File: src/epq_pkg.sv
// constants shared by the event pin qualify and trip block
// assumes a single 25 MHz system clock and a plain register port
package epq_pkg;
  // ---------------------------------------------------------------
  // widths and counts
  // ---------------------------------------------------------------
  localparam int EPQ_AW   = 4;
  localparam int EPQ_DW   = 16;
  localparam int EPQ_NQ   = 9;
  localparam int EPQ_NPWM = 2;
  localparam int EPQ_NEV  = 8;
  localparam int EPQ_QP_W = 8;
  localparam int EPQ_GPO_W = 8;
  localparam int EPQ_CLK_MHZ = 25;
  localparam int EPQ_HSP_DIV_DEF = 2;
  localparam int EPQ_SOC_LOW_HSP = 32;
  localparam logic [2:0] EPQ_QUAL_SAMPLES = 3'h6;

  // ---------------------------------------------------------------
  // register indices
  // ---------------------------------------------------------------
  localparam logic [EPQ_AW-1:0] EPQ_REG_CTRL   = 4'h0;
  localparam logic [EPQ_AW-1:0] EPQ_REG_PERIOD = 4'h1;
  localparam logic [EPQ_AW-1:0] EPQ_REG_DUTY0  = 4'h2;
  localparam logic [EPQ_AW-1:0] EPQ_REG_SOC    = 4'h4;
  localparam logic [EPQ_AW-1:0] EPQ_REG_STATUS = 4'h5;
  localparam logic [EPQ_AW-1:0] EPQ_REG_MASK   = 4'h6;
  localparam logic [EPQ_AW-1:0] EPQ_REG_LEVEL  = 4'h7;
  localparam logic [EPQ_AW-1:0] EPQ_REG_GPO    = 4'h8;

  // ---------------------------------------------------------------
  // field positions and reset values
  // ---------------------------------------------------------------
  localparam int EPQ_QP_LSB = 0;
  localparam int EPQ_OE_LSB = 8;
  localparam logic [EPQ_DW-1:0] EPQ_PERIOD_RST = 16'h00ff;
  localparam logic [EPQ_DW-1:0] EPQ_DUTY_RST   = 16'h0000;

  // ---------------------------------------------------------------
  // qualified input indices
  // ---------------------------------------------------------------
  localparam int EPQ_IN_PDP   = 0;
  localparam int EPQ_IN_CTRIP = 2;
  localparam int EPQ_IN_TTRIP = 4;
  localparam int EPQ_IN_XINT  = 6;
  localparam int EPQ_IN_CAP   = 7;
  localparam int EPQ_IN_TDIR  = 8;
endpackage

File: src/epq_qual_if.sv
// shared sampling strobe from the divider to every input qualifier
// assumes all users sit on the one system clock
`timescale 1ns/1ps
`default_nettype none
interface epq_qual_if;
  logic sample_en;
  logic bypass;
  modport ctrl (output sample_en, output bypass);
  modport qual (input sample_en, input bypass);
endinterface
`default_nettype wire

File: src/epq_top.sv
// event pin qualify and trip: qualifiers, pwm gating, soc pulses
// assumes synchronous pins, one 25 MHz clock, plain register port
`timescale 1ns/1ps
`default_nettype none
module epq_top
  import epq_pkg::*;
#(
  parameter int HSP_DIV = EPQ_HSP_DIV_DEF
) (
  input  wire logic                   clk,
  input  wire logic                   resetn,
  input  wire logic [EPQ_AW-1:0]      reg_addr,
  input  wire logic [EPQ_DW-1:0]      reg_wdata,
  input  wire logic                   reg_wr,
  input  wire logic                   reg_rd,
  output var  logic [EPQ_DW-1:0]      reg_rdata,
  input  wire logic [EPQ_NPWM-1:0]    power_drive_protect_input_n,
  input  wire logic [EPQ_NPWM-1:0]    compare_trip_input_n,
  input  wire logic [EPQ_NPWM-1:0]    timer_compare_trip_input_n,
  input  wire logic                   ext_int_input,
  input  wire logic                   capture_input,
  input  wire logic                   timer_direction_input,
  output var  logic [EPQ_NPWM-1:0]    pwm_out,
  output var  logic [EPQ_NPWM-1:0]    pwm_oe,
  output wire logic                   conv_start_pulse_a_n,
  output wire logic                   conv_start_pulse_b_n,
  output var  logic [EPQ_GPO_W-1:0]   gpo_out,
  output wire logic                   timer_direction,
  output var  logic                   irq
);
  localparam logic [EPQ_DW-1:0] SOC_CYC =
    EPQ_DW'(EPQ_SOC_LOW_HSP * HSP_DIV);
  localparam logic [7:0] HSP_LAST = 8'(HSP_DIV - 1);

  logic [EPQ_QP_W-1:0] qual_period;
  logic [8:0]          qual_cnt;
  logic                sample_tick;
  logic [7:0]          hsp_cnt;
  logic                hsp_tick;
  logic [EPQ_DW-1:0]   pwm_period;
  logic [EPQ_DW-1:0]   pwm_cnt;
  logic [EPQ_DW-1:0]   duty [EPQ_NPWM];
  logic                cmp_oe [EPQ_NPWM];
  logic [EPQ_NQ-1:0]   pin_vec;
  logic [EPQ_NQ-1:0]   level;
  logic [EPQ_NQ-1:0]   prev_level;
  logic [EPQ_NEV-1:0]  ev;
  logic [EPQ_NEV-1:0]  status;
  logic [EPQ_NEV-1:0]  mask;
  logic [1:0]          soc_n;
  logic [EPQ_DW-1:0]   soc_cnt [2];
  logic [EPQ_DW-1:0]   next_rdata;
  logic                wr_ctrl;
  logic                wr_soc;
  logic                wr_gpo;
  logic                rd_status;

  epq_qual_if qif ();

  // ---------------------------------------------------------------
  // register decode
  // ---------------------------------------------------------------
  // strobes for the registers with side effects
  assign wr_ctrl   = reg_wr && reg_addr == EPQ_REG_CTRL;
  assign wr_soc    = reg_wr && reg_addr == EPQ_REG_SOC;
  assign wr_gpo    = reg_wr && reg_addr == EPQ_REG_GPO;
  assign rd_status = reg_rd && reg_addr == EPQ_REG_STATUS;

  // plain configuration registers
  always_ff @(posedge clk or negedge resetn) begin
    if (!resetn) begin
      qual_period <= '0;
      pwm_period  <= EPQ_PERIOD_RST;
      mask        <= '0;
    end else if (reg_wr) begin
      if (reg_addr == EPQ_REG_CTRL)
        qual_period <= reg_wdata[EPQ_QP_LSB +: EPQ_QP_W];
      if (reg_addr == EPQ_REG_PERIOD)
        pwm_period <= reg_wdata;
      if (reg_addr == EPQ_REG_MASK)
        mask <= reg_wdata[EPQ_NEV-1:0];
    end
  end

  // general output: pin follows the write at the next edge
  always_ff @(posedge clk or negedge resetn) begin
    if (!resetn) gpo_out <= '0;
    else if (wr_gpo) gpo_out <= reg_wdata[EPQ_GPO_W-1:0];
  end

  // ---------------------------------------------------------------
  // dividers
  // ---------------------------------------------------------------
  // qualifier strobe every 2n cycles; >= guards a shrinking field
  always_ff @(posedge clk or negedge resetn) begin
    if (!resetn) begin
      qual_cnt    <= '0;
      sample_tick <= 1'b0;
    end else if (qual_period == '0) begin
      qual_cnt    <= '0;
      sample_tick <= 1'b0;
    end else if (qual_cnt >= {qual_period, 1'b0} - 9'h1) begin
      qual_cnt    <= '0;
      sample_tick <= 1'b1;
    end else begin
      qual_cnt    <= qual_cnt + 9'h1;
      sample_tick <= 1'b0;
    end
  end

  // high speed peripheral clock as an enable pulse
  always_ff @(posedge clk or negedge resetn) begin
    if (!resetn) begin
      hsp_cnt <= '0;
    end else if (hsp_cnt >= HSP_LAST) begin
      hsp_cnt <= '0;
    end else begin
      hsp_cnt <= hsp_cnt + 8'h1;
    end
  end
  assign hsp_tick = hsp_cnt >= HSP_LAST;

  assign qif.sample_en = sample_tick;
  assign qif.bypass    = qual_period == '0;

  // ---------------------------------------------------------------
  // input qualifiers
  // ---------------------------------------------------------------
  // every window of 2n cycles adds to the latency of each path
  assign pin_vec = {timer_direction_input, capture_input, ext_int_input,
                    timer_compare_trip_input_n, compare_trip_input_n,
                    power_drive_protect_input_n};

  for (genvar k = 0; k < EPQ_NQ; k++) begin : g_qual
    epq_qualifier u_qual (
      .clk    (clk),
      .resetn (resetn),
      .cfg    (qif.qual),
      .pin    (pin_vec[k]),
      .level  (level[k])
    );
  end
  assign timer_direction = level[EPQ_IN_TDIR];

  // ---------------------------------------------------------------
  // events and interrupt
  // ---------------------------------------------------------------
  always_ff @(posedge clk or negedge resetn) begin
    if (!resetn) prev_level <= '1;
    else         prev_level <= level;
  end

  // trips flag on falling edge, interrupt and capture on any edge
  always_comb begin
    ev = '0;
    for (int e = 0; e < EPQ_NEV; e++) begin
      if (e < EPQ_IN_XINT) ev[e] = prev_level[e] && !level[e];
      else                 ev[e] = prev_level[e] != level[e];
    end
  end

  // sticky status; a new event beats the read that clears it
  always_ff @(posedge clk or negedge resetn) begin
    if (!resetn)        status <= '0;
    else if (rd_status) status <= ev;
    else                status <= status | ev;
  end

  always_ff @(posedge clk or negedge resetn) begin
    if (!resetn) irq <= 1'b0;
    else         irq <= |(status & mask);
  end

  // ---------------------------------------------------------------
  // pwm channels with trip gating
  // ---------------------------------------------------------------
  // shared period counter, moves only on peripheral clock ticks
  always_ff @(posedge clk or negedge resetn) begin
    if (!resetn) pwm_cnt <= '0;
    else if (hsp_tick) begin
      if (pwm_cnt + 16'h1 >= pwm_period) pwm_cnt <= '0;
      else                               pwm_cnt <= pwm_cnt + 16'h1;
    end
  end

  for (genvar i = 0; i < EPQ_NPWM; i++) begin : g_pwm
    // duty register for this channel
    always_ff @(posedge clk or negedge resetn) begin
      if (!resetn) duty[i] <= EPQ_DUTY_RST;
      else if (reg_wr && reg_addr == EPQ_REG_DUTY0 + 4'(i))
        duty[i] <= reg_wdata;
    end

    // enable bit: protect clears it, so release does not re-drive
    always_ff @(posedge clk or negedge resetn) begin
      if (!resetn) cmp_oe[i] <= 1'b0;
      else if (!level[EPQ_IN_PDP + i]) cmp_oe[i] <= 1'b0;
      else if (wr_ctrl) cmp_oe[i] <= reg_wdata[EPQ_OE_LSB + i];
    end

    // duty 0 is off, duty at or above period is fully on
    always_ff @(posedge clk or negedge resetn) begin
      if (!resetn)                   pwm_out[i] <= 1'b0;
      else if (duty[i] == '0)        pwm_out[i] <= 1'b0;
      else if (duty[i] >= pwm_period) pwm_out[i] <= 1'b1;
      else pwm_out[i] <= pwm_cnt < duty[i];
    end

    // any low trip or protect level releases the pin at the next edge
    always_ff @(posedge clk or negedge resetn) begin
      if (!resetn) pwm_oe[i] <= 1'b0;
      else pwm_oe[i] <= cmp_oe[i] && level[EPQ_IN_PDP + i] &&
                        level[EPQ_IN_CTRIP + i] &&
                        level[EPQ_IN_TTRIP + i];
    end
  end

  // ---------------------------------------------------------------
  // start of conversion pulses
  // ---------------------------------------------------------------
  // counted in system cycles so a partial first tick never shortens
  for (genvar j = 0; j < 2; j++) begin : g_soc
    always_ff @(posedge clk or negedge resetn) begin
      if (!resetn) begin
        soc_n[j]   <= 1'b1;
        soc_cnt[j] <= '0;
      end else if (wr_soc && reg_wdata[j]) begin
        soc_n[j]   <= 1'b0;
        soc_cnt[j] <= SOC_CYC;
      end else if (soc_cnt[j] != '0) begin
        soc_cnt[j] <= soc_cnt[j] - 16'h1;
        if (soc_cnt[j] == 16'h1) soc_n[j] <= 1'b1;
      end
    end
  end
  assign conv_start_pulse_a_n = soc_n[0];
  assign conv_start_pulse_b_n = soc_n[1];

  // ---------------------------------------------------------------
  // read port
  // ---------------------------------------------------------------
  always_comb begin
    next_rdata = '0;
    unique case (reg_addr)
      EPQ_REG_CTRL: begin
        next_rdata[EPQ_QP_LSB +: EPQ_QP_W] = qual_period;
        for (int c = 0; c < EPQ_NPWM; c++)
          next_rdata[EPQ_OE_LSB + c] = cmp_oe[c];
      end
      EPQ_REG_PERIOD: next_rdata = pwm_period;
      EPQ_REG_SOC:    next_rdata[1:0] = ~soc_n;
      EPQ_REG_STATUS: next_rdata[EPQ_NEV-1:0] = status;
      EPQ_REG_MASK:   next_rdata[EPQ_NEV-1:0] = mask;
      EPQ_REG_LEVEL:  next_rdata[EPQ_NQ-1:0] = level;
      EPQ_REG_GPO:    next_rdata[EPQ_GPO_W-1:0] = gpo_out;
      default: begin
        for (int d = 0; d < EPQ_NPWM; d++)
          if (reg_addr == EPQ_REG_DUTY0 + 4'(d)) next_rdata = duty[d];
      end
    endcase
  end

  // data stands only in the cycle after the read strobe
  always_ff @(posedge clk or negedge resetn) begin
    if (!resetn)     reg_rdata <= '0;
    else if (reg_rd) reg_rdata <= next_rdata;
    else             reg_rdata <= '0;
  end

  // ---------------------------------------------------------------
  // checks
  // ---------------------------------------------------------------
  logic [9:0] ast_gap;
  logic       ast_qp_chg;
  logic [15:0] ast_soc_len;

  // helper: cycles since the last strobe, and field change marker
  always_ff @(posedge clk or negedge resetn) begin
    if (!resetn) begin
      ast_gap    <= '0;
      ast_qp_chg <= 1'b1;
    end else if (sample_tick) begin
      ast_gap    <= '0;
      ast_qp_chg <= wr_ctrl;
    end else begin
      ast_gap    <= ast_gap + 10'h1;
      if (wr_ctrl || qual_period == '0) ast_qp_chg <= 1'b1;
    end
  end

  // helper: length of the low phase of the first soc output
  always_ff @(posedge clk or negedge resetn) begin
    if (!resetn)       ast_soc_len <= '0;
    else if (soc_n[0]) ast_soc_len <= '0;
    else               ast_soc_len <= ast_soc_len + 16'h1;
  end
endmodule
`default_nettype wire

File: src/epq_qualifier.sv
// one input qualifier: six agreeing samples pass a new level
// assumes the pin is synchronous and the strobe comes from the top
`timescale 1ns/1ps
`default_nettype none
module epq_qualifier
  import epq_pkg::*;
(
  input  wire logic     clk,
  input  wire logic     resetn,
  epq_qual_if.qual      cfg,
  input  wire logic     pin,
  output var  logic     level
);
  logic       pin_q;
  logic       last;
  logic [2:0] run;

  // ---------------------------------------------------------------
  // sampling
  // ---------------------------------------------------------------
  // input register, the only path into the sample logic
  always_ff @(posedge clk or negedge resetn) begin
    if (!resetn) pin_q <= 1'b1;
    else         pin_q <= pin;
  end

  // run length of agreeing samples, restarted on any difference
  always_ff @(posedge clk or negedge resetn) begin
    if (!resetn) begin
      last <= 1'b1;
      run  <= 3'h0;
    end else if (cfg.bypass) begin
      last <= pin_q;
      run  <= 3'h0;
    end else if (cfg.sample_en) begin
      if (pin_q != last) begin
        last <= pin_q;
        run  <= 3'h1;
      end else if (run != EPQ_QUAL_SAMPLES) begin
        run <= run + 3'h1;
      end
    end
  end

  // qualified level: sixth agreeing sample, or straight through
  always_ff @(posedge clk or negedge resetn) begin
    if (!resetn) level <= 1'b1;
    else if (cfg.bypass) level <= pin_q;
    else if (cfg.sample_en && pin_q == last &&
             run == EPQ_QUAL_SAMPLES - 3'h1)
      level <= pin_q;
  end
endmodule
`default_nettype wire

File: config.mk
export PLATFORM = sky130hd
export DESIGN_NAME = epq_top
export DESIGN_NICKNAME = d
export VERILOG_FILES = /design/src/epq_pkg.sv /design/src/epq_qual_if.sv /design/src/epq_top.sv /design/src/epq_qualifier.sv
export SDC_FILE = /design/constraint.sdc
export NUM_CORES = 1
export LEC_CHECK = 0
export BUFFER_PORTS_ARGS = -buffer_cell sky130_fd_sc_hd__buf_2
export CORE_MARGIN = 1.5
export CORE_UTILIZATION = 45
export DETAILED_ROUTE_END_ITERATION = 10
export HOLD_SLACK_MARGIN = 0.06
export PLACE_DENSITY = 0.62
export SLEW_MARGIN = 5
export SYNTH_ARGS = -nofsm -noshare
export SYNTH_HDL_FRONTEND = slang
export SYNTH_SLANG_ARGS = --single-unit
File: constraint.sdc
create_clock -name clk -period 3.51 [get_ports clk]
set_input_delay 1.053 -clock clk [delete_from_list [all_inputs] [get_ports clk]]
set_output_delay 1.053 -clock clk [all_outputs]
set_load 0.02 [all_outputs]
### Yosys cells after proc, flatten, opt, wreduce, memory -nomap -nowiden

Cells that the tools add are included.

| cells by class | value |
|---|---|
| $add $sub $neg | 15 |
| magnitude comparators | 7 |
| equal/unequal tests | 50 |
| muxes and demuxes | 114 |
| bitwise logic cells | 3 |
| reductions and logical operators | 109 |

Operators with widths:

| operator | number |
|---|---|
| two-way mux 16 bit | 8 |
| two-way mux 3 bit | 36 |
| two-way mux 1 bit | 61 |
| greater-or-equal comparator 16 bit | 3 |
| AND reduction 2 bit | 23 |
| nonzero test 2 bit | 23 |
| case mux 6 bit (7 select lines) | 1 |
| logical AND 1 bit | 38 |
| == test 16 x 1 -> 1 bit, second input constant | 2 |
| zero test 16 bit | 2 |
| less-than comparator 16 bit | 2 |
| nonzero test 16 bit | 2 |
| subtractor 16 x 1 -> 16 bit, second input constant | 2 |
| adder 3 x 1 -> 3 bit, second input constant | 9 |
| == test 3 bit, second input constant | 9 |
| inequality test 3 bit, second input constant | 9 |
| nonzero test 3 bit | 9 |
| two-way mux 9 bit | 2 |
| adder 16 x 1 -> 16 bit, second input constant | 1 |
| == test 4 x 3 -> 1 bit, second input constant | 4 |
| two-way mux 8 bit | 2 |
| case mux 2 bit (7 select lines) | 1 |
| case mux 6 bit (2 select lines) | 1 |
| inequality test 1 bit | 11 |
| 22 further kinds | 37 |

| storage, ports and cells | value |
|---|---|
| bits in registers | 233 |
| input bits | 33 |
| output and inout port bits | 32 |
| logic and storage cells | 358 |

### Depth between registers and ports, before layout

Gate-level depths: netlist of the first run.

| depth | value |
|---|---|
| depth in word-level cells | 5 |
| gate-level depth with buffers | 15 |
| mapped depth without buffers | 14 |

### By module

Synthesis of the first run repeated with hierarchy kept, for this count alone.

| second synthesis, totals | value |
|---|---|
| cell total of the unflattened synthesis | 1,326 |
| area, all modules | 13,540.5 um2 |

By module, submodules not included:

| module | times used | cells an instance | area each (um2) | seq. area each (um2) |
|---|---|---|---|---|
| epq_top | 1 | 1,020 | 10,253.6 | 4,501.8 |
| epq_qualifier at g_qual[1].u_qual ... | 8 | 34 | 365.4 | 153.9 |
| epq_qualifier at g_qual[0].u_qual | 1 | 34 | 364.1 | 153.9 |

### Worst setup path after synthesis of the first run

No wires, ideal clock.

| path | value |
|---|---|
| kind | flip-flop to flip-flop |
| start | register pwm_cnt[0] |
| end | register pwm_cnt[2] |
| library setup time | 0.064 ns |
| arrival | 3.004 ns |
| data required time | 3.446 ns |
| setup slack | 0.442 ns |
| stages on the path, launching flop included | 16 |
| path buffers | 1 |
| period minus slack after synthesis | 3.068 ns |
| cell sequence | dfrtp_1 ha_1 nand3_1 nor2_1 nand2_1 nor2_1 xnor2_1 inv_1 ha_1 and4_1 and3_1 a2111oi_0 o211ai_1 clkbuf_1 nor3b_1 a21o_1 |

| on the way | value |
|---|---|
| cells in the longest elaborated chain, start to end | 3 |

Ends and longest elaborated chain:

| what | line | source |
|---|---|---|
| start, declared | epq_top.sv:41 | `logic [EPQ_DW-1:0] pwm_cnt;` |
| start signal, assigned | epq_top.sv:182 | `else pwm_cnt <= pwm_cnt + 16'h1;` |
| adder 16 x 1 -> 16 bit * | epq_top.sv:181, epq_top.sv:182 |  |
| greater-or-equal comparator 16 bit | epq_top.sv:181 | `if (pwm_cnt + 16'h1 >= pwm_period) pwm_cnt <= '0;` |
| two-way mux 16 bit * | epq_top.sv:181 |  |

Mark *: on every way between the ends. The rest lies on a longest branch, timed or not.
A chain may end at the register's enable or synchronous reset.

### Worst setup path after layout of the first run

Same ends and word-level chain as after synthesis.

==> out/metrics.csv, run 1 <==
stage,metric,value,unit
worst_hold_path,min_delay_worst_endpoint,prev_level[7],
route,detail-route-antenna-nets,0,
route,via_per_inst,5.46,
floorplanning,die_width,173,µm
global_route,grt_pass1_vias,9790,
route,vias,9790,
finish,finish.utilization,0.519,
route,met3_wirelength,1260,µm
finish,antennaDiodeCount,0,
synthesis,yosys.cell_count.top_type,sky130_fd_sc_hd__dfrtp_1,
route,wl_met2,14100,µm
setup_path,crit-reg2reg-launch,pwm_cnt[0],
clocking,post_cts_resize_count,0,
synthesis,yosysTopAreaCell,sky130_fd_sc_hd__dfrtp_1,
floorplanning,initial_utilization,0.455,
power_and_ir_drop,leak_pwr,6.81,nW
clocking,tritoncts.num_buffers,27,
worst_hold_path,min_from,g_qual[7].u_qual.level,
floorplanning,io_pins,65,
setup_path,worstReg2RegEnd,pwm_cnt[2],
sta,hold_ws,0.400,ns
finish,final.fill_count,2687,
route,route.top_layer_used,met4,
clocking,clock_transition_at_the_register_clock_pins_on_the_worst_setup_and_hold_paths_after_cts,0.06,ns
placed_design,post-place-ws,0.193,ns
finish,final-instance-count-excl-fill,1792,
placed_design,io_buffer_count,64,
clocking,cts_setup_buffers,0,
synthesis,yosys-top-cells-count,"188 x sky130_fd_sc_hd__dfrtp_1, 129 x sky130_fd_sc_hd__nand2_1, 123 x sky130_fd_sc_hd__ha_1",
clocking,postCtsHoldBufs,0,
finish,share_of_post_route_cells_with_drive_strength_above_1,0.190,
synthesis,seq_area_frac_synth,0.453,
synthesis,postSynthAreaPerCell,9.95,µm²
clocking,clock_tree_from_tritoncts,yes,
placed_design,dp.final_hpwl,22300,µm
synthesis,yosysUniqueCellTypes,63,
sta,timing.final.crit_share,0.927,
route,postRouteWirelength,30300,µm
setup_path,critical_path.endpoint_type,flop,
setup_path,path_max_fanout,18,
clocking,cts.htree.levels,1,
synthesis,synth_top_flop_cell,sky130_fd_sc_hd__dfrtp_1,
synthesis,synth_edf_count,0,
global_route,grt_overflow_total,0,
sta,clock-skew-final,0.0215,ns
setup_path,worst_reg2reg_setup_slack,0.26,ns
setup_path,ff2ff_path_depth,15,
setup_path,setup.worst_path.start_class,flop,
flow_run,maxCapViolCount,0,
global_route,grt_start_max_net_pins,74,
synthesis,synthArstFlopShare,1.00,
synthesis,netlist_top_cells_area,"sky130_fd_sc_hd__dfrtp_1 36%, sky130_fd_sc_hd__ha_1 12%, sky130_fd_sc_hd__dfstp_2 9.1%",
floorplanning,design.die.area,0.0299,mm²
power_and_ir_drop,ir_drop,0.670,mV
clocking,clock_tree.buffer_depth,3,
sta,totalNegativeSetupSlack,0,ns
route,first_iteration_detailed_routing_drc_count,707,
power_and_ir_drop,pwr_density_cell,683,mW/mm²
sta,timing.final.setup_violations,0,
sta,final_hold_viol_count,0,
clocking,ctsRootBufferMaster,sky130_fd_sc_hd__clkbuf_16,
route,detail_route.wl_per_cell,16.9,µm
setup_path,crit_type,flop to flop,
sta,tightest_slew,0.782,ns
finish,syn2layout_area_growth,14.1,%
route,wl_met1,14000,µm
global_route,grt_util_all_layers,0.207,
sta,max_freq,307,MHz
global_route,antenna_found_initial,2,
worst_hold_path,whs_path_depth,0,
placed_design,routabilityCongestion,0.843,
floorplanning,num_rows,62,
sta,fin_crit,3.25,ns
setup_path,worst-endpoint-arrival,3.73,ns
route,detail_route.drc_violations,0,
sta,postLayoutSetupSlackWorst,0.256,ns
run_status,status,completed,
sta,slew_viol_final,0,
setup_path,timing.critical_path.from,pwm_cnt[0],
route,dr.pass1.iters,6,
synthesis,syn_area,0.0130,mm²
placed_design,dpl.cell_count,1742,
setup_path,worstPathRequired,3.98,ns
clocking,worstSkewPairLatency,0.55,ns
synthesis,post-synth-top-area-fraction,0.362,
sta,relSlewSlack,0.476,
floorplanning,core_area,0.0285,mm²
synthesis,synth_warnings,0,
worst_hold_path,hold_path.class,flop to flop,
global_route,grt_pass1_wl,50700,µm
floorplanning,floorplan.die.height,173,µm
synthesis,ys_ff_latch,233,
synthesis,netlist_instances,1306,
clocking,cts.sink_count,233,
finish,nets,1543,
==> how the worst max path moves through the flow <==
stage / to / slack, ns / depth (start not counted)
3_3_place_gp: pwm_cnt[2] / 0.28 / 15
2_1_floorplan: pwm_cnt[2] / 0.44 / 15
5_1_grt: pwm_cnt[2] / -0.003 / 14
6_report: pwm_cnt[2] / 0.26 / 15
4_1_cts: pwm_cnt[2] / 0.16 / 15
3_5_place_dp: pwm_cnt[2] / 0.19 / 15
==> sequential cells by signal, summed over array words and instances (netlist names), 9 cells and up <==
| register | count |
|---|---|
| g_qual.u_qual.last | 9 |
| g_qual.u_qual.pin_q | 9 |
| soc_cnt | 32 |
| g_qual.u_qual.run | 27 |
| pwm_period | 16 |
| qual_cnt | 9 |
| reg_rdata | 16 |
| duty | 32 |
| pwm_cnt | 16 |
| g_qual.u_qual.level | 9 |
==> metrics by stage <==
stage	power, W	cell area, µm²
after floorplan	0.00628	13000
after global placement	0.00711	13900
after detailed placement	0.00724	13900
after CTS	0.0102	14800
after global routing	0.0109	14800
final	0.0101	14800
==> area by class of cell <==
type | instances | area (µm²) | share of cell area
multi-input cells | 946 | 6630 | 0.448
flip-flops and latches | 233 | 5890 | 0.398
clock buffers | 39 | 761 | 0.0513
repair buffers | 86 | 520 | 0.0351
well taps | 384 | 480 | 0.0324
inverters | 93 | 349 | 0.0236
clock inverters | 11 | 178 | 0.0120
==> metal layers <==
metal	vias to the layer above	global-route usage
li1	4799	-
met3	62	0.0303
met1	4752	0.285
met4	0	0.0659
met5	-	0
met2	177	0.337
==> kinds of logic after synthesis <==
group,Yosys count,share of synthesized area
and+or+nand+nor,396,0.147
muxes,77,0.0664
AOI/OAI and AO/OA,289,0.138
other,1,0.000289
DFF,233,0.453
adders and majority gates,123,0.118
buffers and inverters,131,0.0386
xor gates and xnor gates,56,0.0378
==> cells in the final DEF, fill, tap and decap left out, types with 5 or more instances in the layout <==
master,n
sky130_fd_sc_hd__a211o_1,6
sky130_fd_sc_hd__a211oi_1,28
sky130_fd_sc_hd__a21o_1,16
sky130_fd_sc_hd__a21oi_1,88
sky130_fd_sc_hd__a222oi_1,5
sky130_fd_sc_hd__a22oi_1,10
sky130_fd_sc_hd__a31oi_1,11
sky130_fd_sc_hd__a41oi_1,9
sky130_fd_sc_hd__and3_1,9
sky130_fd_sc_hd__and4_1,11
sky130_fd_sc_hd__buf_2,63
sky130_fd_sc_hd__buf_4,20
sky130_fd_sc_hd__clkbuf_1,8
sky130_fd_sc_hd__clkbuf_16,27
sky130_fd_sc_hd__conb_1,5
sky130_fd_sc_hd__dfrtp_1,183
sky130_fd_sc_hd__dfrtp_2,5
sky130_fd_sc_hd__dfstp_2,45
sky130_fd_sc_hd__ha_1,123
sky130_fd_sc_hd__inv_1,92
sky130_fd_sc_hd__mux2_2,73
sky130_fd_sc_hd__nand2_1,129
sky130_fd_sc_hd__nand2b_1,11
sky130_fd_sc_hd__nand3_1,40
sky130_fd_sc_hd__nand4_1,17
sky130_fd_sc_hd__nor2_1,106
sky130_fd_sc_hd__nor2b_1,9
sky130_fd_sc_hd__nor3_1,15
sky130_fd_sc_hd__nor4_1,13
sky130_fd_sc_hd__o21ai_0,75
sky130_fd_sc_hd__o21bai_1,7
sky130_fd_sc_hd__o22ai_1,12
sky130_fd_sc_hd__o31ai_1,6
sky130_fd_sc_hd__or3_1,9
sky130_fd_sc_hd__xnor2_1,33
sky130_fd_sc_hd__xor2_1,23
==> where the power goes <==
group	leakage [nW]	switching (W)	internal, W	total, W
Combinational	3.54	0.00156	0.00131	0.00287
Sequential	2.80	0.000793	0.00353	0.00433
Clock	0.461	0.00112	0.00181	0.00292
Total	6.81	0.00347	0.00665	0.0101
==> worst max-delay path, stage by stage (launching register included) <==
cell and delay [ns]:
sky130_fd_sc_hd__dfrtp_2 0.43, sky130_fd_sc_hd__ha_1 0.24, sky130_fd_sc_hd__nand3_1 0.15, sky130_fd_sc_hd__nor2_2 0.17
sky130_fd_sc_hd__nand2_1 0.13, sky130_fd_sc_hd__nor2_1 0.16, sky130_fd_sc_hd__xnor2_1 0.16, sky130_fd_sc_hd__inv_1 0.06
sky130_fd_sc_hd__ha_1 0.29, sky130_fd_sc_hd__and4_1 0.18, sky130_fd_sc_hd__and3_1 0.17, sky130_fd_sc_hd__a2111oi_1 0.37
sky130_fd_sc_hd__o211ai_1 0.15, sky130_fd_sc_hd__buf_4 0.22, sky130_fd_sc_hd__nor3b_1 0.20, sky130_fd_sc_hd__a21o_1 0.10
No activity file was read; power rests on OpenSTA's default activity.
==> run 2: changes to the inputs <==
==> constraint.sdc (replaced) <==
create_clock -name clk -period 4 [get_ports clk]
set_input_delay 0.8 -clock clk [delete_from_list [all_inputs] [get_ports clk]]
set_output_delay 0.8 -clock clk [all_outputs]
set_load 0.02 [all_outputs]
==> run 2 against run 1 <==
Compared with the run above:
- hold slack got worse by 0.16 ns
- routed wire length rose by 0.26%
- via count grew 0.22%
- largest cell class unchanged
- power fell by 11%
- utilization hardly changed
==> out/metrics.csv, run 2 (synthesis results as in run 1) <==
stage,metric,value,unit
setup_path,worstPathRequired,4.49,ns
sta,totalNegativeSetupSlack,0,ns
power_and_ir_drop,pwr_density_cell,609,mW/mm²
power_and_ir_drop,total_switching_power,0.00309,W
clocking,cts.htree.levels,1,
global_route,grt_overflow_total,0,
power_and_ir_drop,pwr-share-comb,0.279,
placed_design,post-place-ws,0.393,ns
clocking,worstSkewPairLatency,0.55,ns
global_route,antenna_found_initial,0,
sta,hold_ws,0.245,ns
clocking,ctsRootBufferMaster,sky130_fd_sc_hd__clkbuf_16,
route,detail_route.wl_per_cell,17.0,µm
global_route,grt_pass1_vias,9721,
sta,relSlewSlack,0.253,
placed_design,io_buffer_count,64,
finish,share_of_post_route_cells_with_drive_strength_above_1,0.183,
setup_path,ff2ff_path_depth,15,
sta,timing.final.crit_share,0.881,
floorplanning,core_area,0.0285,mm²
route,detail_route.drc_violations,0,
global_route,grt_pass1_wl,50700,µm
finish,largestRegisters,"duty x32, soc_cnt x32, g_qual.u_qual.run x27",
power_and_ir_drop,ir_drop,0.468,mV
power_and_ir_drop,intPower,0.00592,W
route,via_per_inst,5.50,
finish,regArea,0.00589,mm²
clocking,tritoncts.num_buffers,27,
route,postRouteWirelength,30400,µm
finish,layout_commonest_cell,sky130_fd_sc_hd__dfrtp_1,
sta,fin_crit,3.52,ns
floorplanning,floorplan.die.height,173,µm
power_and_ir_drop,leak_pwr,6.79,nW
finish,nets,1536,
route,dr.pass1.iters,7,
clocking,clock_tree_from_tritoncts,yes,
finish,most-common-layout-cells,"188 x sky130_fd_sc_hd__dfrtp_1, 129 x sky130_fd_sc_hd__nand2_1, 123 x sky130_fd_sc_hd__ha_1, 108 x sky130_fd_sc_hd__nor2_1, 92 x sky130_fd_sc_hd__inv_1",
sta,clock-skew-final,0.0131,ns
sta,max_freq,284,MHz
route,vias,9812,
setup_path,cell_by_cell_listing_of_the_critical_path,ha_1 > nand3_1 > nor2_1 > nand2_1 > nor2_1 > xnor2_1 > inv_1 > ha_1 > and4_1 > and3_1 > a2111oi_0 > o211ai_1 > buf_4 > nor3b_1 > a21o_1,
placed_design,dpl.cell_count,1734,
global_route,grt_util_all_layers,0.207,
flow_run,maxCapViolCount,0,
clocking,clock_tree.buffer_depth,3,
run_status,status,completed,
sta,timing.final.setup_violations,0,
sta,final_hold_viol_count,0,
floorplanning,design.die.area,0.0299,mm²
finish,multi_input_area,0.00663,mm²
setup_path,critPathCapture,pwm_cnt[2],
sta,slew_viol_final,0,
setup_path,worst_path_largest_cell_delay,0.49,ns
route,first_iteration_detailed_routing_drc_count,756,
clocking,cts.sink_count,233,
finish,antennaDiodeCount,0,
placed_design,dp.final_hpwl,21900,µm
power_and_ir_drop,power_switching_share,0.343,
power_and_ir_drop,clock_power_share,0.301,
setup_path,timing.critical_path.from,pwm_cnt[0],
route,detail-route-antenna-nets,0,
global_route,grt_start_max_net_pins,92,
setup_path,worstReg2RegEnd,pwm_cnt[2],
setup_path,critical_path.endpoint_type,flop,
sta,tightest_slew,1.12,ns
placed_design,routabilityCongestion,0.865,
setup_path,critical-path-slowest-cell,sky130_fd_sc_hd__dfrtp_1,
setup_path,worst-endpoint-arrival,4.02,ns
worst_hold_path,hold_path.class,input port to asynchronous set/reset pin,
setup_path,worst_reg2reg_setup_slack,0.48,ns
setup_path,crit-reg2reg-launch,pwm_cnt[0],
setup_path,crit_type,flop to flop,
finish,syn2layout_area_growth,14.0,%
setup_path,setup.worst_path.start_class,flop,
clocking,clock_transition_at_the_register_clock_pins_on_the_worst_setup_and_hold_paths_after_cts,0.06,ns
floorplanning,die_width,173,µm
sta,postLayoutSetupSlackWorst,0.478,ns
floorplanning,num_rows,62,
finish,finish.utilization,0.519,
setup_path,path_max_fanout,12,
power_and_ir_drop,sequential_share_of_power,0.420,
sta,grt_setup_unrepaired,false,
finish,final.fill_count,2659,
floorplanning,io_pins,65,
finish,final-instance-count-excl-fill,1785,
floorplanning,initial_utilization,0.455,
## run 2: worst min-delay path by stage
stage / slack (ns) / from / endpoint / cells past startpoint
6_report: 0.24 / resetn / soc_cnt[5] / 1
2_1_floorplan: 0.37 / g_qual[4].u_qual.level / prev_level[4] / 0
4_1_cts: 0.31 / resetn / soc_cnt[11] / 1
3_5_place_dp: 0.39 / g_qual[5].u_qual.level / prev_level[5] / 0
5_1_grt: 0.32 / resetn / soc_cnt[10] / 1
3_3_place_gp: 0.39 / g_qual[5].u_qual.level / prev_level[5] / 0
## run 2: worst max-delay path: cells and delay by family, from the launching register on
family	cells	cell delay (ns)
simple gates	7	1.20
compound gates	3	0.74
fa+ha+maj	2	0.53
flops	1	0.49
buf+inv	2	0.32
xor+xnor	1	0.15
## run 2: final cells by class
class	count	area share
Clock buffer	38	0.0525
Clock inverter	12	0.0145
Inverter	93	0.0236
Multi-Input combinational cell	946	0.448
Sequential cell	233	0.398
Tap cell	384	0.0325
Timing Repair Buffer	79	0.0316
## run 2: metrics by stage
stage | cell area [µm²] | power, W
final | 14800 | 0.00902
after CTS | 14800 | 0.00910
after global routing | 14800 | 0.00966
after floorplan | 13000 | 0.00551
after detailed placement | 13800 | 0.00634
after global placement | 13800 | 0.00624
## run 2: layer usage
layer | vias to the layer above | share of wire | global-route usage | wire length (µm)
met5 | - | 0 | 0 | 0
met4 | 0 | 0.032 | 0.0699 | 986
met3 | 62 | 0.045 | 0.0297 | 1360
met2 | 211 | 0.46 | 0.331 | 13800
met1 | 4752 | 0.47 | 0.291 | 14200
li1 | 4787 | - | - | -
## run 2: power by group through the flow
stage / registers (W) / logic (W) / clock network (W)
finish: 0.00378 / 0.00252 / 0.00271
global route: 0.00389 / 0.00291 / 0.00286
CTS: 0.00378 / 0.00254 / 0.00278
detailed placement: 0.00382 / 0.00252 / 0
global placement: 0.00380 / 0.00244 / 0
floorplan: 0.00365 / 0.00186 / 0
## run 2: repair_timing
action	CTS	global route
hold buffers	0	0
setup endpoints to repair	0	1
gates resized for setup	0	0
setup buffers	0	1
==> run 3: changes to the inputs <==
- PLACE_DENSITY: 0.62 -> 0.64
- clock period: 4 -> 2.8 ns (I/O delays scaled with it)
==> run 3 against run 2 <==
Compared with the run above:
- the run now ends with negative setup slack left
- sequential cell count unchanged
- first-iteration DRC count decreased by 8.7%
- power up 44%
- largest power group unchanged
- clock-buffer cell count is 1 higher
- hold slack worse by 0.13 ns
- die area stayed put
- cell count rose by 2.3%
- sequential share of layout area fell by 1.5 points
- largest cell class unchanged
- design area is 4.0% higher
==> out/metrics.csv, run 3 (synthesis results as in run 1) <==
stage,metric,value,unit
global_route,grt_pass1_wl,51600,µm
floorplanning,floorplan.die.height,173,µm
sta,hold_ws,0.119,ns
power_and_ir_drop,pwr_density_cell,841,mW/mm²
setup_path,setup.worst_path.start_class,flop,
clocking,worstSkewPairLatency,0.54,ns
global_route,grt_start_max_net_pins,76,
finish,nets,1577,
global_route,grt_util_all_layers,0.211,
global_route,grt_overflow_total,0,
route,vias,10097,
route,first_iteration_detailed_routing_drc_count,690,
placed_design,dp.final_hpwl,22700,µm
route,postRouteWirelength,31600,µm
sta,final_hold_viol_count,0,
finish,syn2layout_area_growth,18.5,%
worst_hold_path,hold_path.class,input port to flop,
global_route,antenna_found_initial,0,
sta,postLayoutSetupSlackWorst,-0.0769,ns
power_and_ir_drop,ir_drop,0.415,mV
power_and_ir_drop,clock_power_share,0.285,
power_and_ir_drop,intPower,0.00848,W
setup_path,worst-endpoint-arrival,3.30,ns
sta,timing.final.crit_share,1.03,
setup_path,path_max_fanout,7,
setup_path,worstPathRequired,3.22,ns
sta,max_freq,348,MHz
finish,antennaDiodeCount,0,
finish,largestRegisters,"duty x32, soc_cnt x32, g_qual.u_qual.run x27",
placed_design,routabilityCongestion,0.865,
clocking,ctsRootBufferMaster,sky130_fd_sc_hd__clkbuf_16,
finish,layout_commonest_cell,sky130_fd_sc_hd__dfrtp_1,
clocking,clock_tree.buffer_depth,3,
power_and_ir_drop,total_switching_power,0.00446,W
clocking,cts.sink_count,233,
placed_design,post-place-ws,-0.150,ns
global_route,grt_pass1_vias,9965,
sta,clock-skew-final,0.0146,ns
sta,timing.final.setup_violations,6,
floorplanning,design.die.area,0.0299,mm²
floorplanning,num_rows,62,
finish,share_of_post_route_cells_with_drive_strength_above_1,0.238,
run_status,failed_checks,negative setup slack,
clocking,clock_transition_at_the_register_clock_pins_on_the_worst_setup_and_hold_paths_after_cts,0.06,ns
floorplanning,initial_utilization,0.455,
clocking,clock_tree_from_tritoncts,yes,
setup_path,critical_path.endpoint_type,flop,
finish,most-common-layout-cells,"185 x sky130_fd_sc_hd__dfrtp_1, 122 x sky130_fd_sc_hd__nand2_1, 119 x sky130_fd_sc_hd__ha_1, 103 x sky130_fd_sc_hd__nor2_1, 92 x sky130_fd_sc_hd__inv_1",
run_status,status,finished with violations,
clocking,tritoncts.num_buffers,27,
route,detail-route-antenna-nets,0,
finish,finish.utilization,0.539,
power_and_ir_drop,leak_pwr,7.04,nW
power_and_ir_drop,power_switching_share,0.344,
sta,relSlewSlack,0.323,
floorplanning,io_pins,65,
placed_design,io_buffer_count,64,
power_and_ir_drop,sequential_share_of_power,0.415,
route,detail_route.wl_per_cell,17.3,µm
sta,fin_crit,2.88,ns
sta,slew_viol_final,0,
route,dr.pass1.iters,6,
power_and_ir_drop,pwr-share-comb,0.299,
flow_run,maxCapViolCount,0,
sta,grt_setup_unrepaired,true,
power_and_ir_drop,power,0.0129,W
clocking,cts.htree.levels,1,
route,detail_route.drc_violations,0,
floorplanning,core_area,0.0285,mm²
route,via_per_inst,5.53,
floorplanning,die_width,173,µm
setup_path,crit_type,flop to flop,
sta,tightest_slew,1.01,ns
run 3: worst max-delay path: stages, from the launching register on:
cell and delay (ns):
sky130_fd_sc_hd__dfrtp_1 0.37, sky130_fd_sc_hd__and4_4 0.22, sky130_fd_sc_hd__and2_4 0.18, sky130_fd_sc_hd__nand3_4 0.11, sky130_fd_sc_hd__nor2_4 0.15, sky130_fd_sc_hd__xnor2_2 0.13, sky130_fd_sc_hd__inv_1 0.09, sky130_fd_sc_hd__ha_4 0.27
sky130_fd_sc_hd__and4_4 0.23, sky130_fd_sc_hd__buf_4 0.12, sky130_fd_sc_hd__nand4_1 0.08, sky130_fd_sc_hd__o211ai_1 0.28, sky130_fd_sc_hd__buf_4 0.23, sky130_fd_sc_hd__nor2_1 0.05, sky130_fd_sc_hd__a211o_1 0.26
run 3: power by group through the flow:
stage | sequential (W) | clock [W] | combinational [W]
final | 0.00537 | 0.00369 | 0.00387
after floorplan | 0.00523 | 0 | 0.00268
after CTS | 0.00536 | 0.00376 | 0.00384
after detailed placement | 0.00541 | 0 | 0.00378
after global routing | 0.00551 | 0.00390 | 0.00443
after global placement | 0.00537 | 0 | 0.00363
run 3: per-layer routing:
layer	GRT usage	vias to the layer above	part of all wire
met1	0.289	4936	0.46
met4	0.0685	0	0.029
li1	-	4880	-
met5	0	-	0
met3	0.0332	58	0.046
met2	0.344	223	0.47
run 3: what timing repair did:
action | 4_1_cts | 5_1_grt
gates resized for setup | 12 | 43
cloned | 1 | 0
setup buffers | 4 | 7
endpoints found under the hold margin | 54 | 0
pin swaps | 8 | 27
hold buffers | 1 | 0
setup endpoints to repair | 17 | 16
run 3: final timing paths:
path / from / to / slack, ns / cells past startpoint
setup / recovery: pwm_cnt[7] / pwm_cnt[11] / -0.08 / 14
hold / removal: timer_direction_input / g_qual[8].u_qual.pin_q / 0.12 / 1
setup reg to reg: pwm_cnt[7] / pwm_cnt[11] / -0.08 / 14
hold reg to reg: g_qual[7].u_qual.level / prev_level[7] / 0.39 / 0
max in group asynchronous: resetn / conv_start_pulse_a_n / 1.40 / 3
min in group asynchronous: resetn / soc_cnt[9] / 0.61 / 2
run 3: layout make-up:
type,count,area [µm²]
clock buffers,39,771
clock inverters,11,165
repair buffers,120,795
well taps,384,480
flip-flops and latches,233,5890
fillers,2592,13200
multi-input cells,946,6940
inverters,93,349
run 3: stage by stage:
stage | TNS [ns] | instance area (µm²) | std cells
finish | -0.218 | 15400 | 1826
global route | -1.79 | 15400 | 1826
CTS | -0.159 | 15100 | 1819
detailed placement | -1.13 | 14100 | 1764
global placement | -0.364 | 14100 | 1764
floorplan | -0.0882 | 13100 | 1310
